### src/opmode_map.vh
`ifndef OPMODE_MAP_VH
`define OPMODE_MAP_VH

// Operation-mode encodings; the limp-home code is also the mode status field value.
`define MODE_SLEEP        2'h0
`define MODE_LIMP         2'h1
`define MODE_IDLE         2'h2
`define MODE_ACTIVE       2'h3

// Default values of the input-to-channel mapping registers.
`define MAP0_RESET        8'h04
`define MAP1_RESET        8'h08

// Channels that the inputs may drive while in limp home.
`define LIMP_CH_MASK      8'h0C

// Default of the output-enable register.
`define OUT_EN_RESET      8'h00

// Mode transition latency, in ns, and its cycle count at 100 MHz.
`define MODE_SETTLE_NS    100
`define CLK_PERIOD_NS     10
`define MODE_SETTLE_CYC   ((`MODE_SETTLE_NS + `CLK_PERIOD_NS - 1) / `CLK_PERIOD_NS)

`endif

### src/limp_status.v
`timescale 1ns/1ns
`default_nettype none

// Overrides of read-back status while in limp home.
module limp_status (
   input  wire       clk,
   input  wire       rst_b,
   input  wire       limp,
   input  wire       spi_cmd_done,
   input  wire       uv_raw,
   input  wire       lop_raw,
   input  wire       ter_raw,
   input  wire       open_load_on_flag_raw,
   input  wire       open_load_off_flag_raw,
   output reg        analog_undervoltage_flag,
   output reg        digital_low_power_flag,
   output reg        transmission_error_flag,
   output reg        open_load_on_flag,
   output reg        open_load_off_flag
);

   reg limp_d_ff;
   reg ter_force_ff;
   wire nxt_ter_force;

   // Forced error flag is armed on limp entry and consumed by the first command.
   assign nxt_ter_force = (limp && !limp_d_ff) ? 1'b1 :
                          (spi_cmd_done || !limp) ? 1'b0 : ter_force_ff;

   // Registered flag outputs with limp-home overrides.
   always @(posedge clk) begin
      if (!rst_b) begin
         limp_d_ff                <= 1'b0;
         ter_force_ff             <= 1'b0;
         analog_undervoltage_flag <= 1'b0;
         digital_low_power_flag   <= 1'b0;
         transmission_error_flag  <= 1'b0;
         open_load_on_flag        <= 1'b0;
         open_load_off_flag       <= 1'b0;
      end else begin
         limp_d_ff                <= limp;
         ter_force_ff             <= nxt_ter_force;
         analog_undervoltage_flag <= limp | uv_raw;
         digital_low_power_flag   <= limp | lop_raw;
         transmission_error_flag  <= nxt_ter_force | ter_raw;
         open_load_on_flag        <= !limp & open_load_on_flag_raw;
         open_load_off_flag       <= !limp & open_load_off_flag_raw;
      end
   end

endmodule // limp_status

`default_nettype wire

### src/operation_mode_controller.v
// Functional notes
// - Four modes: sleep, idle, active, limp home.
// - Transitions use standby, inputs, enables, hold, generators.
// - Switch-on request enters active or limp home.
// - Power-up needs supply plus input or standby.
// - Power-on from analog or digital supply threshold.
// - Sleep: outputs off, registers held reset.
// - Idle: outputs off, diagnostics disabled.
// - Idle with digital supply: SPI works.
// - Idle keeps latched channel error bits.
// - Active when standby high and request present.
// - Without hold, no request returns to idle.
// - Hold bit keeps active mode.
// - Digital undervoltage with inputs low gives idle.
// - High input forces active despite empty maps.
// - Standby low, input high enters limp home.
// - Limp home: SPI reads only, writes ignored.
// - Limp home: supply flags read one.
// - Limp home: mode status reads 01.
// - First command after limp entry flags error.
// - Limp home: open-load flags read zero.
// - Limp home: other registers default, locked.
// - Limp home: only channels 2 and 3.
// - Registers reset on supply loss, standby, command.
// - Soft reset keeps error bits, clears supply flags.
`include "opmode_map.vh"
`timescale 1ns/1ns
`default_nettype none

module operation_mode_controller #(
   parameter NCH      = 8,
   parameter SETTLE   = `MODE_SETTLE_CYC
) (
   input  wire           clk,
   input  wire           rst_b,
   input  wire           standby_pin,
   input  wire [1:0]     direct_input_pin,
   input  wire           vs_present,
   input  wire           vdd_present,
   input  wire           vs_above_op,
   input  wire           vdd_above_lop,
   input  wire           vdd_uv,
   input  wire           spi_wr,
   input  wire [NCH-1:0] spi_out_en,
   input  wire [NCH-1:0] spi_map0,
   input  wire [NCH-1:0] spi_map1,
   input  wire           spi_hold,
   input  wire           spi_pg0,
   input  wire           spi_pg1,
   input  wire           soft_reset_bit,
   input  wire           spi_cmd_done,
   input  wire [NCH-1:0] chan_fault,
   input  wire           uv_raw,
   input  wire           lop_raw,
   input  wire           ter_raw,
   input  wire           open_load_on_flag_raw,
   input  wire           open_load_off_flag_raw,
   output reg  [1:0]     mode_ff,
   output wire [1:0]     mode_status,
   output reg  [NCH-1:0] chan_on_ff,
   output reg  [NCH-1:0] output_enable_bit,
   output reg  [NCH-1:0] input0_channel_map,
   output reg  [NCH-1:0] input1_channel_map,
   output reg            hold_active_bit,
   output reg            pulse_gen0_enable,
   output reg            pulse_gen1_enable,
   output reg  [NCH-1:0] channel_error_bit,
   output wire           regs_in_reset,
   output wire           spi_usable,
   output wire           spi_write_ok,
   output wire           diag_enable,
   output wire           power_on,
   output wire           analog_undervoltage_flag,
   output wire           digital_low_power_flag,
   output wire           transmission_error_flag,
   output wire           open_load_on_flag,
   output wire           open_load_off_flag
);

   // Width of the transition-latency counter.
   localparam CW = 8;

   wire       standby_s;
   wire [1:0] in_s;
   reg  [1:0] nxt_mode;
   reg  [CW-1:0] settle_ff;
   wire       any_in;
   wire       any_req;
   wire       powered;
   wire       reg_clear;

   // Standby and input pins are asynchronous levels.
   pin_sync #(.W(3)) u_sync (
      .clk      (clk),
      .rst_b    (rst_b),
      .async_in ({standby_pin, direct_input_pin}),
      .sync_out ({standby_s, in_s})
   );

   // Requests: pins, enable bits, or running pulse generators.
   assign any_in  = |in_s;
   assign any_req = any_in | (|output_enable_bit) | pulse_gen0_enable | pulse_gen1_enable;

   // Power-on indication and power-up condition.
   assign power_on = vs_above_op | vdd_above_lop;
   assign powered  = (vs_present | vdd_present) & (any_in | standby_s);

   // Mode transition decision.
   always @* begin
      nxt_mode = mode_ff;
      if (!powered) begin
         nxt_mode = `MODE_SLEEP;
      end else begin
         case (mode_ff)
            `MODE_SLEEP, `MODE_IDLE: begin
               if (!standby_s && any_in)
                  nxt_mode = `MODE_LIMP;
               else if (standby_s && (any_in || (any_req && !vdd_uv)))
                  nxt_mode = `MODE_ACTIVE;
               else if (standby_s)
                  nxt_mode = `MODE_IDLE;
               else
                  nxt_mode = `MODE_SLEEP;
            end
            `MODE_ACTIVE: begin
               if (!standby_s)
                  nxt_mode = any_in ? `MODE_LIMP : `MODE_SLEEP;
               else if (vdd_uv && !any_in)
                  nxt_mode = `MODE_IDLE;
               else if (!hold_active_bit && !any_req)
                  nxt_mode = `MODE_IDLE;
            end
            `MODE_LIMP: begin
               if (standby_s)
                  nxt_mode = any_req ? `MODE_ACTIVE : `MODE_IDLE;
               else if (!any_in)
                  nxt_mode = `MODE_SLEEP;
            end
            default: nxt_mode = `MODE_SLEEP;
         endcase
      end
   end

   // Mode register with transition latency before channels may turn on.
   always @(posedge clk) begin
      if (!rst_b) begin
         mode_ff   <= `MODE_SLEEP;
         settle_ff <= {CW{1'b0}};
      end else begin
         mode_ff <= nxt_mode;
         if (nxt_mode != mode_ff)
            settle_ff <= SETTLE[CW-1:0];
         else if (settle_ff != {CW{1'b0}})
            settle_ff <= settle_ff - {{(CW-1){1'b0}}, 1'b1};
      end
   end

   // Mode-dependent access qualifiers.
   assign mode_status   = mode_ff;
   assign regs_in_reset = (mode_ff == `MODE_SLEEP) | !vdd_present | vdd_uv
                          | !standby_s;
   assign reg_clear     = regs_in_reset | soft_reset_bit;
   assign spi_usable    = (mode_ff != `MODE_SLEEP) & vdd_present & !vdd_uv;
   assign spi_write_ok  = spi_usable & (mode_ff != `MODE_LIMP);
   assign diag_enable   = (mode_ff == `MODE_ACTIVE);

   // Control registers; limp home holds defaults and refuses writes.
   always @(posedge clk) begin
      if (!rst_b || reg_clear || mode_ff == `MODE_LIMP) begin
         output_enable_bit  <= `OUT_EN_RESET;
         input0_channel_map <= `MAP0_RESET;
         input1_channel_map <= `MAP1_RESET;
         hold_active_bit    <= 1'b0;
         pulse_gen0_enable  <= 1'b0;
         pulse_gen1_enable  <= 1'b0;
      end else if (spi_wr && spi_write_ok) begin
         output_enable_bit  <= spi_out_en;
         input0_channel_map <= spi_map0;
         input1_channel_map <= spi_map1;
         hold_active_bit    <= spi_hold;
         pulse_gen0_enable  <= spi_pg0;
         pulse_gen1_enable  <= spi_pg1;
      end
   end

   // Latched error bits survive idle, limp home and soft reset; clear wins.
   // Limp home runs with standby low, so only sleep or a digital supply fault clears them.
   always @(posedge clk) begin
      if (!rst_b || mode_ff == `MODE_SLEEP || !vdd_present || vdd_uv) begin
         channel_error_bit <= {NCH{1'b0}};
      end else begin
         channel_error_bit <= channel_error_bit | chan_fault;
      end
   end

   // Channel drive per mode.
   always @(posedge clk) begin
      if (!rst_b) begin
         chan_on_ff <= {NCH{1'b0}};
      end else if (settle_ff != {CW{1'b0}}) begin
         chan_on_ff <= {NCH{1'b0}};
      end else begin
         case (mode_ff)
            `MODE_ACTIVE:
               chan_on_ff <= output_enable_bit
                             | ({NCH{in_s[0]}} & input0_channel_map)
                             | ({NCH{in_s[1]}} & input1_channel_map);
            `MODE_LIMP:
               chan_on_ff <= {{(NCH-4){1'b0}}, in_s[1], in_s[0], 2'b00}
                             & `LIMP_CH_MASK;
            default: chan_on_ff <= {NCH{1'b0}};
         endcase
      end
   end

   // Status flags with limp-home overrides; soft reset clears supply flags.
   limp_status u_limp (
      .clk                      (clk),
      .rst_b                    (rst_b),
      .limp                     (mode_ff == `MODE_LIMP),
      .spi_cmd_done             (spi_cmd_done),
      .uv_raw                   (uv_raw & !soft_reset_bit),
      .lop_raw                  (lop_raw & !soft_reset_bit),
      .ter_raw                  (ter_raw),
      .open_load_on_flag_raw                 (open_load_on_flag_raw & diag_enable),
      .open_load_off_flag_raw                (open_load_off_flag_raw & diag_enable),
      .analog_undervoltage_flag (analog_undervoltage_flag),
      .digital_low_power_flag   (digital_low_power_flag),
      .transmission_error_flag  (transmission_error_flag),
      .open_load_on_flag        (open_load_on_flag),
      .open_load_off_flag       (open_load_off_flag)
   );

endmodule // operation_mode_controller

`default_nettype wire

### src/pin_sync.v
`timescale 1ns/1ns
`default_nettype none

// Two-flop synchroniser for a bus of asynchronous pin levels.
module pin_sync #(
   parameter W = 1
) (
   input  wire         clk,
   input  wire         rst_b,
   input  wire [W-1:0] async_in,
   output wire [W-1:0] sync_out
);

   reg [W-1:0] meta_ff;
   reg [W-1:0] sync_ff;

   // First stage feeds only the second stage.
   always @(posedge clk) begin
      if (!rst_b) begin
         meta_ff <= {W{1'b0}};
         sync_ff <= {W{1'b0}};
      end else begin
         meta_ff <= async_in;
         sync_ff <= meta_ff;
      end
   end

   assign sync_out = sync_ff;

endmodule // pin_sync

`default_nettype wire

### config.mk
export PLATFORM = sky130hd
export DESIGN_NAME = operation_mode_controller
export DESIGN_NICKNAME = d
export VERILOG_FILES = /design/src/limp_status.v /design/src/operation_mode_controller.v /design/src/pin_sync.v
export VERILOG_INCLUDE_DIRS = /design/src
export SDC_FILE = /design/constraint.sdc
export NUM_CORES = 1
export LEC_CHECK = 0
export ABC_AREA = 0
export BUFFER_PORTS_ARGS = -buffer_cell sky130_fd_sc_hd__buf_2
export CAP_MARGIN = 5
export CORE_MARGIN = 3
export CORE_UTILIZATION = 40
export CTS_BUF_LIST = sky130_fd_sc_hd__clkbuf_2 sky130_fd_sc_hd__clkbuf_4 sky130_fd_sc_hd__clkbuf_8
export CTS_CLUSTER_DIAMETER = 30
export CTS_CLUSTER_SIZE = 10
export DETAILED_ROUTE_END_ITERATION = 10
export PLACE_DENSITY = 0.76
export SLEW_MARGIN = 20
export SYNTH_ARGS = -nofsm -noshare
export SYNTH_HDL_FRONTEND = slang
export SYNTH_SLANG_ARGS = --single-unit
export TNS_END_PERCENT = 100
### constraint.sdc
create_clock -name clk -period 3.34 [get_ports clk]
set_input_delay 0.167 -clock clk [delete_from_list [all_inputs] [get_ports clk]]
set_output_delay 0.167 -clock clk [all_outputs]
set_load 0.02 [all_outputs]
==> results of run 1 <==
==> metal layers <==
layer | share of wire (%) | track usage (%)
met5 | 0 | 0
met1 | 44 | 23.05
met2 | 47 | 30.32
met3 | 6.6 | 3.992
met4 | 2.5 | 10.34
==> layout by cell type, fill, tap and decap left out, drive strengths merged, types with 2 or more instances in the layout <==
cell type / Yosys / layout
a31oi: 2 / 2
a21boi: 4 / 4
a21oi: 4 / 4
clkbuf: 9 / 12
nor4: 5 / 5
buf: 8 / 109
nor2: 77 / 77
nor3: 9 / 9
nand2b: 3 / 3
xnor2: 5 / 5
and2: 11 / 11
nand2: 7 / 7
a221oi: 6 / 6
a211oi: 26 / 26
nand4: 3 / 3
nand3: 4 / 4
o21ai: 4 / 4
a21o: 5 / 5
mux2i: 2 / 2
dfxtp: 66 / 66
nor3b: 2 / 2
inv: 6 / 6
clkinv: 0 / 3
o31a: 3 / 3
==> synthesized netlist by cell type, types with 2 or more instances <==
| cell | instances | area [µm²] |
|---|---|---|
| clkbuf_1 | 9 | 33.78 |
| o21ai_0 | 4 | 20.02 |
| inv_1 | 5 | 18.77 |
| a211oi_1 | 26 | 195.2 |
| and2_1 | 11 | 68.82 |
| dfxtp_1 | 66 | 1321 |
| nand2_1 | 7 | 26.28 |
| nor2_1 | 76 | 285.3 |
| nand2b_1 | 3 | 18.77 |
| xnor2_1 | 5 | 43.79 |
| nor4_2 | 3 | 37.54 |
| a21boi_0 | 4 | 30.03 |
| a21oi_1 | 4 | 20.02 |
| nand3_1 | 3 | 15.01 |
| nand4_1 | 2 | 12.51 |
| a21o_1 | 5 | 37.54 |
| buf_4 | 2 | 15.01 |
| nor3_1 | 8 | 40.04 |
| a31oi_1 | 2 | 12.51 |
| o31a_1 | 3 | 26.28 |
| buf_2 | 6 | 30.03 |
| a221oi_1 | 6 | 52.55 |
==> how the worst min path moves through the flow <==
| stage | cells past startpoint | slack, ns | endpoint | startpoint |
|---|---|---|---|---|
| 2_1_floorplan | 1 | 0.28 | u_limp.analog_undervoltage_flag$_SDFF_PN0_ | uv_raw |
| 3_3_place_gp | 2 | 0.36 | u_limp.analog_undervoltage_flag$_SDFF_PN0_ | uv_raw |
| 3_5_place_dp | 2 | 0.37 | u_limp.transmission_error_flag$_SDFF_PN0_ | ter_raw |
| 4_1_cts | 2 | 0.02 | u_limp.transmission_error_flag$_SDFF_PN0_ | ter_raw |
| 5_1_grt | 2 | 0.03 | u_limp.analog_undervoltage_flag$_SDFF_PN0_ | uv_raw |
| 6_report | 2 | 0.03 | u_limp.transmission_error_flag$_SDFF_PN0_ | ter_raw |
==> through the flow <==
stage	area, µm²	util (%)	instances
2_1_floorplan	2584	-	282
3_3_place_gp	3144	51.58	449
3_5_place_dp	3144	51.58	449
4_1_cts	3318	54.43	464
5_1_grt	3318	54.43	464
6_report	3318	54.43	464
==> logic make-up (layout without fill, tap and decap cells) <==
group,after synthesis,after routing
AOI/OAI and AO/OA,57,57
xor gates and xnor gates,5,5
adders and majority gates,1,1
buffers and inverters,23,130
DFF,66,66
muxes,2,2
and+or+nand+nor,128,128
==> report_power, final <==
part,internal [mW],total [mW],switching [mW],leakage [nW]
clock,0.310,0.592,0.282,0.0954
sequential,0.831,0.885,0.0537,0.535
combinational,0.179,0.359,0.180,0.952
==> state kept, by name, summed over array words and instances, names as in the netlist <==
name and flops:
chan_on_ff 8, channel_error_bit 8, hold_active_bit 1, input0_channel_map 8
input1_channel_map 8, mode_ff 2, output_enable_bit 8, pulse_gen0_enable 1
pulse_gen1_enable 1, settle_ff 8, u_limp.analog_undervoltage_flag 1, u_limp.digital_low_power_flag 1
u_limp.limp_d_ff 1, u_limp.open_load_off_flag 1, u_limp.open_load_on_flag 1, u_limp.ter_force_ff 1
u_limp.transmission_error_flag 1, u_sync.meta_ff 3, u_sync.sync_out 3
==> cell type report <==
type | count | area share [%]
sequential | 66 | 39.82
multi-input combinational | 193 | 34.99
timing repair buffer | 109 | 16.44
clock buffer | 12 | 4.789
tap | 75 | 2.828
inverter | 6 | 0.6787
clock inverter | 3 | 0.4525
==> impl_metrics.json, run 1 <==
{
  "final.setup.tns_ns": 0,
  "overflow": 0,
  "synth_nets": 336,
  "initial_core_util_pct": 42.39,
  "post-route-drc-count": 0,
  "clkSlewWorstSetupHoldPaths_ns": 0.07,
  "yosysSeqAreaShare_pct": 51.14,
  "clkLatencyLatePin_ns": 0.34,
  "fin_skew_ns": 0.01016,
  "synthCells": 282,
  "worstMarginPinSlew_ns": 0.8617,
  "gp_congestion": 0.8087,
  "startpoint": "mode_ff[1]$_SDFF_PN0_",
  "cp_num_buf_inv": 1,
  "yosysWarnings": 0,
  "first_pass_iters": 4,
  "wl_um": 6540,
  "die_y_um": 86.37,
  "ys.flop_type": "dfxtp_1",
  "hpwlAfterDp_um": 4852,
  "drtAntennaViolNets": 0,
  "nFillCells": 606,
  "fp.dieW_um": 86.37,
  "fp.dieArea_um2": 7460,
  "critPathLaunchType": "register",
  "crit_arrival_ns": 2.36,
  "grt_pass1_wl_um": 10930,
  "drive_above_1_share_pct": 35.48,
  "cts_tree": "yes",
  "setup_viol": 0,
  "slowest_delay_ns": 0.61,
  "pre_cts_slack_ns": 1.136,
  "synth_edf_count": 0,
  "cp-endpoint": "input1_channel_map[3]$_SDFFE_PP1P_",
  "worst_ep_required_time_ns": 3.53,
  "multi_input_area_um2": 1161,
  "crit_path_cell_trace": "nand3b_2 > inv_2 > nand3_4 > a31oi_1 > o21ai_0",
  "diodes": 0,
  "powerDensity_nw_per_um2": 553.3,
  "drtIter0Drc": 101,
  "antenna_found_initial": 0,
  "via_per_inst": 5.030,
  "synth_top_family_by_area": "simple AND/OR/NAND/NOR gates",
  "final_net_count": 439,
  "synth_compound_area_share_pct": 16.08,
  "r2r-start": "mode_ff[1]$_SDFF_PN0_",
  "synth_xor_area_share_pct": 1.695,
  "muxShareOfSynthArea_pct": 1.259,
  "hp-class": "in -> reg",
  "min_period_ns": 2.173,
  "drv_cap": 0,
  "wl_per_cell_um": 14.09,
  "fin_crit_sh_pct": 65.06,
  "relSlewSlack_pct": 42.55,
  "cts_root_buffer": "clkbuf_8",
  "final.setup.worst_slack_ns": 1.167,
  "first_global_vias": 2324,
  "crit_path_end_kind": "register",
  "core_um2": 6096,
  "vias": 2334,
  "grt_max_degree": 55,
  "syn_avg_cell_area_um2": 9.162,
  "synthSimpleGateAreaFrac_pct": 25.42,
  "critPathSlowestCell": "dfxtp_1",
  "slew_violations": 0,
  "finalHoldViolations": 0,
  "synth-adder-area-share_pct": 0.4843,
  "peakVddDrop_uv": 268.8,
  "ys_seq_elements": 66,
  "crit_family": "simple AND/OR/NAND/NOR gates",
  "synth_cell_types": 44,
  "fp-row-count": 28,
  "status": "finished, final reports clean",
  "cts_hold_buf": 0,
  "seq_area_um2": 1321,
  "r2r_cells": 5,
  "p_leak_nw": 1.582,
  "r2r-end": "input1_channel_map[3]$_SDFFE_PP1P_",
  "grtUsageTotal_pct": 18.70,
  "p_total_mw": 1.836,
  "syn2layout_area_growth_pct": 28.43,
  "cts-htree-levels": 3,
  "cts_num_sinks": 66,
  "syn_area_um2": 2584,
  "cts_resized": 0,
  "clock_path_buffers": 2,
  "max_clock_freq_mhz": 460.2,
  "rsz0062_at_grt": "false",
  "worst-path-stages": 5,
  "synthArstFlopShare_pct": 0,
  "crit_fanout": 27,
  "cts_setup_buffers": 0,
  "ioPinCount": 110,
  "timing.hold.ws_ns": 0.03014,
  "place.port_buffers": 109,
  "reg2reg_setup_slack_ns": 1.17,
  "cts_buffers": 9,
  "critPathKind": "reg -> reg"
}
No activity file was read; power rests on OpenSTA's default activity.
==> run 2: changes to the inputs <==
==> constraint.sdc (replaced) <==
create_clock -name clk -period 2.01 [get_ports clk]
set_input_delay 0.1005 -clock clk [delete_from_list [all_inputs] [get_ports clk]]
set_output_delay 0.1005 -clock clk [all_outputs]
set_load 0.02 [all_outputs]
==> run 2 against run 1 <==
Cell area rose by 6.5%. Hold slack got worse by 0.0015 ns. Critical path depth did not move.
==> impl_metrics.json, run 2 (synthesis results as in run 1) <==
{
  "status": "finished, final reports clean",
  "first_global_vias": 2347,
  "setup_viol": 0,
  "reg2reg_setup_slack_ns": 0.42,
  "hpwlAfterDp_um": 4988,
  "gr-usage-met1_pct": 23.57,
  "wl_per_cell_um": 14.02,
  "crit_arrival_ns": 1.59,
  "post-route-drc-count": 0,
  "cp_num_buf_inv": 2,
  "nFillCells": 570,
  "fp.dieArea_um2": 7460,
  "fin_skew_ns": 0.006332,
  "met3_usage_pct": 4.753,
  "slew_violations": 0,
  "hold_start": "spi_map0[2]",
  "crit_family": "flip-flops",
  "slowest_delay_ns": 0.48,
  "cts_num_sinks": 66,
  "hp-class": "in -> reg",
  "relSlewSlack_pct": 64.78,
  "initial_core_util_pct": 42.39,
  "rsz0062_at_grt": "false",
  "clock_path_buffers": 2,
  "cts_buffers": 9,
  "grtUsageTotal_pct": 18.99,
  "first_pass_iters": 4,
  "crit_path_end_kind": "output pin",
  "drv_cap": 0,
  "die_y_um": 86.37,
  "overflow": 0,
  "p_total_mw": 3.129,
  "fp-row-count": 28,
  "clkLatencyLatePin_ns": 0.33,
  "critPathSlowestCell": "dfxtp_1",
  "diodes": 0,
  "grt.busiest_layer": "met2",
  "clkSlewWorstSetupHoldPaths_ns": 0.07,
  "final_cell_mix": "buf_2, nor2_1, dfxtp_1, a211oi_1, dlygate4sd3_1",
  "grt_max_degree": 31,
  "drive_above_1_share_pct": 34.63,
  "via_per_inst": 4.971,
  "fin_crit_sh_pct": 84.15,
  "crit_path_cell_trace": "buf_4 > nor2_1 > nor3b_2 > nand2_1 > buf_2",
  "wl_um": 6800,
  "syn2layout_area_growth_pct": 36.80,
  "cts_setup_buffers": 0,
  "cts_root_buffer": "clkbuf_8",
  "crit_fanout": 9,
  "min_period_ns": 1.691,
  "place.port_buffers": 109,
  "r2r-end": "settle_ff[3]$_SDFFE_PN0P_",
  "cts_resized": 0,
  "finalHoldViolations": 0,
  "p_leak_nw": 1.673,
  "critPathLaunchType": "register",
  "holdPathStages": 3,
  "final_net_count": 459,
  "drtAntennaViolNets": 0,
  "min_delay_worst_endpoint": "input0_channel_map[2]$_SDFFE_PP1P_",
  "ioPinCount": 110,
  "core_um2": 6096,
  "worst_ep_required_time_ns": 1.91,
  "gp_congestion": 0.8121,
  "r2r-start": "settle_ff[0]$_SDFFE_PP0P_",
  "r2r_cells": 6,
  "drtIter0Drc": 158,
  "gr-usage-met2_pct": 31.50,
  "vias": 2411,
  "cts-htree-levels": 3,
  "final.setup.tns_ns": 0,
  "fp.dieW_um": 86.37,
  "final_common_cell": "buf_2",
  "powerDensity_nw_per_um2": 885.3,
  "worstMarginPinSlew_ns": 0.5283,
  "antenna_found_initial": 0,
  "timing.hold.ws_ns": 0.02867,
  "peakVddDrop_uv": 475.9,
  "max_clock_freq_mhz": 591.2,
  "critPathKind": "reg -> out",
  "grt_pass1_wl_um": 11030,
  "cts_tree": "yes",
  "startpoint": "mode_ff[1]$_SDFF_PN0_"
}
## run 2: cell types whose count changed in the layout (fill, tap and decap cells not counted)
cell           delta
buf_12            +1
buf_4             +2
clkinv_2          -1
clkinv_4          +1
clkinvlp_4        +1
dlygate4sd3_1    +17
## run 2: how the worst max path moves through the flow
stage | slack (ns) | end | cells after the start
2_1_floorplan | 0.38 | channel_error_bit[0]$_SDFF_PP0_ | 5
3_3_place_gp | 0.49 | settle_ff[6]$_SDFFE_PP0P_ | 6
3_5_place_dp | 0.43 | settle_ff[3]$_SDFFE_PN0P_ | 6
4_1_cts | 0.29 | regs_in_reset | 5
5_1_grt | 0.19 | regs_in_reset | 5
6_report | 0.32 | regs_in_reset | 5
## run 2: stage by stage
step	std cells	setup slack (ns)	area, µm²	util (%)
4_1_cts	485	0.2886	3535	57.98
6_report	485	0.3185	3535	57.98
5_1_grt	485	0.1854	3535	57.98
2_1_floorplan	282	0.3848	2584	-
3_3_place_gp	452	0.4891	3179	52.16
3_5_place_dp	452	0.4254	3179	52.16
## run 2: worst reg2reg max path, cell delays in order, from the launching register on
cell and delay, ns:
dfxtp_1 0.32, inv_1 0.09, ha_1 0.19, nor3b_1 0.28
and2_1 0.23, o21ai_0 0.11, o31a_1 0.25
## run 2: repair_timing
item	4_1_cts	5_1_grt
endpoints found under the setup margin	0	0
hold buffers	17	0
endpoints found under the hold margin	17	0
## run 2: cell type report
class / count / area, µm² / area share, %
flip-flops and latches: 66 / 1321 / 37.38
multi-input cells: 193 / 1161 / 32.85
repair buffers: 129 / 750.7 / 21.24
clock buffers: 12 / 158.9 / 4.496
well taps: 75 / 93.84 / 2.655
clock inverters: 4 / 26.28 / 0.7434
inverters: 6 / 22.52 / 0.6372
## run 2: power by group
| part | internal [mW] | switching, mW |
|---|---|---|
| logic | 0.323 | 0.326 |
| registers | 1.38 | 0.0873 |
| clock network | 0.527 | 0.486 |
## run 2: metal layers
layer  vias up  wire length (µm)
li1       1226                 -
met1      1097              3001
met2        78              3298
met3        10               372
met4         0               127
met5         -                 0
==> run 3: changes to the inputs <==
--- a/config.mk
+++ b/config.mk
@@ -15,7 +15,7 @@
 export CTS_CLUSTER_DIAMETER = 30
 export CTS_CLUSTER_SIZE = 10
 export DETAILED_ROUTE_END_ITERATION = 10
-export PLACE_DENSITY = 0.76
+export PLACE_DENSITY = 0.79
 export SLEW_MARGIN = 20
 export SYNTH_ARGS = -nofsm -noshare
 export SYNTH_HDL_FRONTEND = slang
==> constraint.sdc (replaced) <==
create_clock -name clk -period 1.5 [get_ports clk]
set_input_delay 0.075 -clock clk [delete_from_list [all_inputs] [get_ports clk]]
set_output_delay 0.075 -clock clk [all_outputs]
set_load 0.02 [all_outputs]
==> run 3 against run 2 <==
The run now ends with negative setup slack left. Global-route usage is 0.37 points higher. Hold slack improved by 0.0036 ns. Cell area increased by 11%. Non-clock buffer count is 26 higher. Wire length up 6.6%. Critical endpoint is now settle_ff[6]$_SDFFE_PP0P_. Register-to-register slack worse by 0.48 ns. Critical path depth up 1. Core utilization rose by 6.4 points. Via count up 4.2%. Highest routed layer unchanged. Count of clock-buffer cells in the layout decreased by 2. Clock skew is 0.0022 ns higher.
==> impl_metrics.json, run 3 (synthesis results as in run 1) <==
{
  "critPathLaunchType": "register",
  "syn2layout_area_growth_pct": 51.96,
  "fp-row-count": 28,
  "ioPinCount": 110,
  "vias": 2513,
  "crit_arrival_ns": 1.78,
  "status": "finished with violations",
  "fin_crit_sh_pct": 103.8,
  "drive_above_1_share_pct": 42.89,
  "intPower_mw": 3.655,
  "wl_per_cell_um": 14.18,
  "diodes": 0,
  "power_frac_comb_pct": 29.7,
  "p_clk_share_pct": 32.3,
  "crit_path_end_kind": "register",
  "wl_um": 7246,
  "p_switching_mw": 1.502,
  "gp_congestion": 0.8077,
  "clkLatencyLatePin_ns": 0.34,
  "drtIter0Drc": 103,
  "grt_max_degree": 55,
  "fin_skew_ns": 0.008512,
  "post-route-drc-count": 0,
  "min_period_ns": 1.557,
  "powerDensity_nw_per_um2": 1314,
  "p_total_mw": 5.158,
  "finalHoldViolations": 0,
  "switching_share_pct": 29.13,
  "rsz0062_at_grt": "true",
  "worstMarginPinSlew_ns": 0.4033,
  "place.port_buffers": 109,
  "drtAntennaViolNets": 0,
  "final_common_cell": "buf_2",
  "drv_cap": 0,
  "first_global_vias": 2492,
  "initial_core_util_pct": 42.39,
  "p_leak_nw": 1.863,
  "core_um2": 6096,
  "cts_tree": "yes",
  "cts_buffers": 9,
  "crit_fanout": 3,
  "final_net_count": 485,
  "hpwlAfterDp_um": 4926,
  "power_frac_seq_pct": 38.0,
  "cts-htree-levels": 3,
  "setup_viol": 3,
  "die_y_um": 86.37,
  "timing.hold.ws_ns": 0.03231,
  "first_pass_iters": 4,
  "max_clock_freq_mhz": 642.2,
  "slew_violations": 0,
  "worst_ep_required_time_ns": 1.72,
  "overflow": 0,
  "grtUsageTotal_pct": 19.36,
  "final.setup.worst_slack_ns": -0.05718,
  "relSlewSlack_pct": 73.12,
  "via_per_inst": 4.918,
  "cts_root_buffer": "clkbuf_8",
  "grt_pass1_wl_um": 11430,
  "critPathKind": "reg -> reg",
  "antenna_found_initial": 0,
  "failed_checks": "negative setup slack",
  "final_cell_mix": "buf_2, nor2_1, dfxtp_1, a211oi_1, buf_4",
  "cts_num_sinks": 66,
  "clock_path_buffers": 2,
  "clkSlewWorstSetupHoldPaths_ns": 0.07,
  "peakVddDrop_uv": 905.3,
  "hp-class": "in -> reg",
  "fp.dieArea_um2": 7460,
  "fp.dieW_um": 86.37
}
[run 3: cell types whose count changed in the layout (fill, tap and decap cells not counted), sizes merged, moves of 2 or more]
cell / change
bufinv: +2
clkbuf: -2
buf: +25
clkinv: -2
[run 3: power by group through the flow]
stage	logic, mW	clock network, mW	registers [mW]
final	1.53	1.67	1.96
after global routing	1.65	1.79	1.97
after CTS	1.19	1.70	1.94
after detailed placement	0.925	0	1.97
after global placement	0.903	0	1.97
after floorplan	0.632	0	1.99
[run 3: per-stage QoR]
step                      std cells  area (µm²)  utilization [%]  setup WS, ns  setup TNS, ns
after detailed placement        469        3328            54.60      -0.03554       -0.05201
after global routing            511        3926            64.41      -0.09140        -0.4639
after global placement          469        3328            54.60       0.03064              0
final                           511        3926            64.41      -0.05718        -0.1208
after CTS                       508        3811            62.52      -0.04090       -0.07934
after floorplan                 282        2592                -      0.001507              0
[run 3: final timing paths]
| kind | startpoint | to | slack, ns | depth (start not counted) |
|---|---|---|---|---|
| max | settle_ff[0]$_SDFFE_PP0P_ | settle_ff[6]$_SDFFE_PP0P_ | -0.06 | 6 |
| min | spi_cmd_done | u_limp.ter_force_ff$_SDFF_PN0_ | 0.03 | 3 |
| max reg2reg | settle_ff[0]$_SDFFE_PP0P_ | settle_ff[6]$_SDFFE_PP0P_ | -0.06 | 6 |
| min reg2reg | u_limp.limp_d_ff$_SDFF_PN0_ | u_limp.ter_force_ff$_SDFF_PN0_ | 0.43 | 1 |
[run 3: what timing repair did]
action | CTS | global route
endpoints found under the setup margin | 6 | 16
pin swaps | 6 | 13
hold buffers | 18 | 0
hold endpoints to repair | 18 | 0
gates resized for setup | 11 | 20
buffers inserted | 5 | 3
[run 3: critical path: stages, from the launching register on]
cell and delay [ns]:
dfxtp_2 0.33, inv_2 0.08, ha_4 0.14, or3b_4 0.40, o31a_1 0.29, a21oi_2 0.15
nor3_2 0.06
[run 3: layout make-up]
type | count | area, µm²
Clock buffer | 10 | 137.6
Clock inverter | 6 | 88.84
Fill cell | 505 | 2170
Inverter | 6 | 22.52
Multi-Input combinational cell | 193 | 1276
Sequential cell | 66 | 1329
Tap cell | 75 | 93.84
Timing Repair Buffer | 155 | 978.4
[run 3: layer usage]
| layer | up-vias | part of all wire, % | global-route usage (%) |
|---|---|---|---|
| li1 | 1282 | - | - |
| met1 | 1135 | 44 | 23.53 |
| met2 | 77 | 49 | 32.55 |
| met3 | 19 | 5.1 | 3.422 |
| met4 | 0 | 2.3 | 10.20 |
| met5 | - | 0 | 0 |
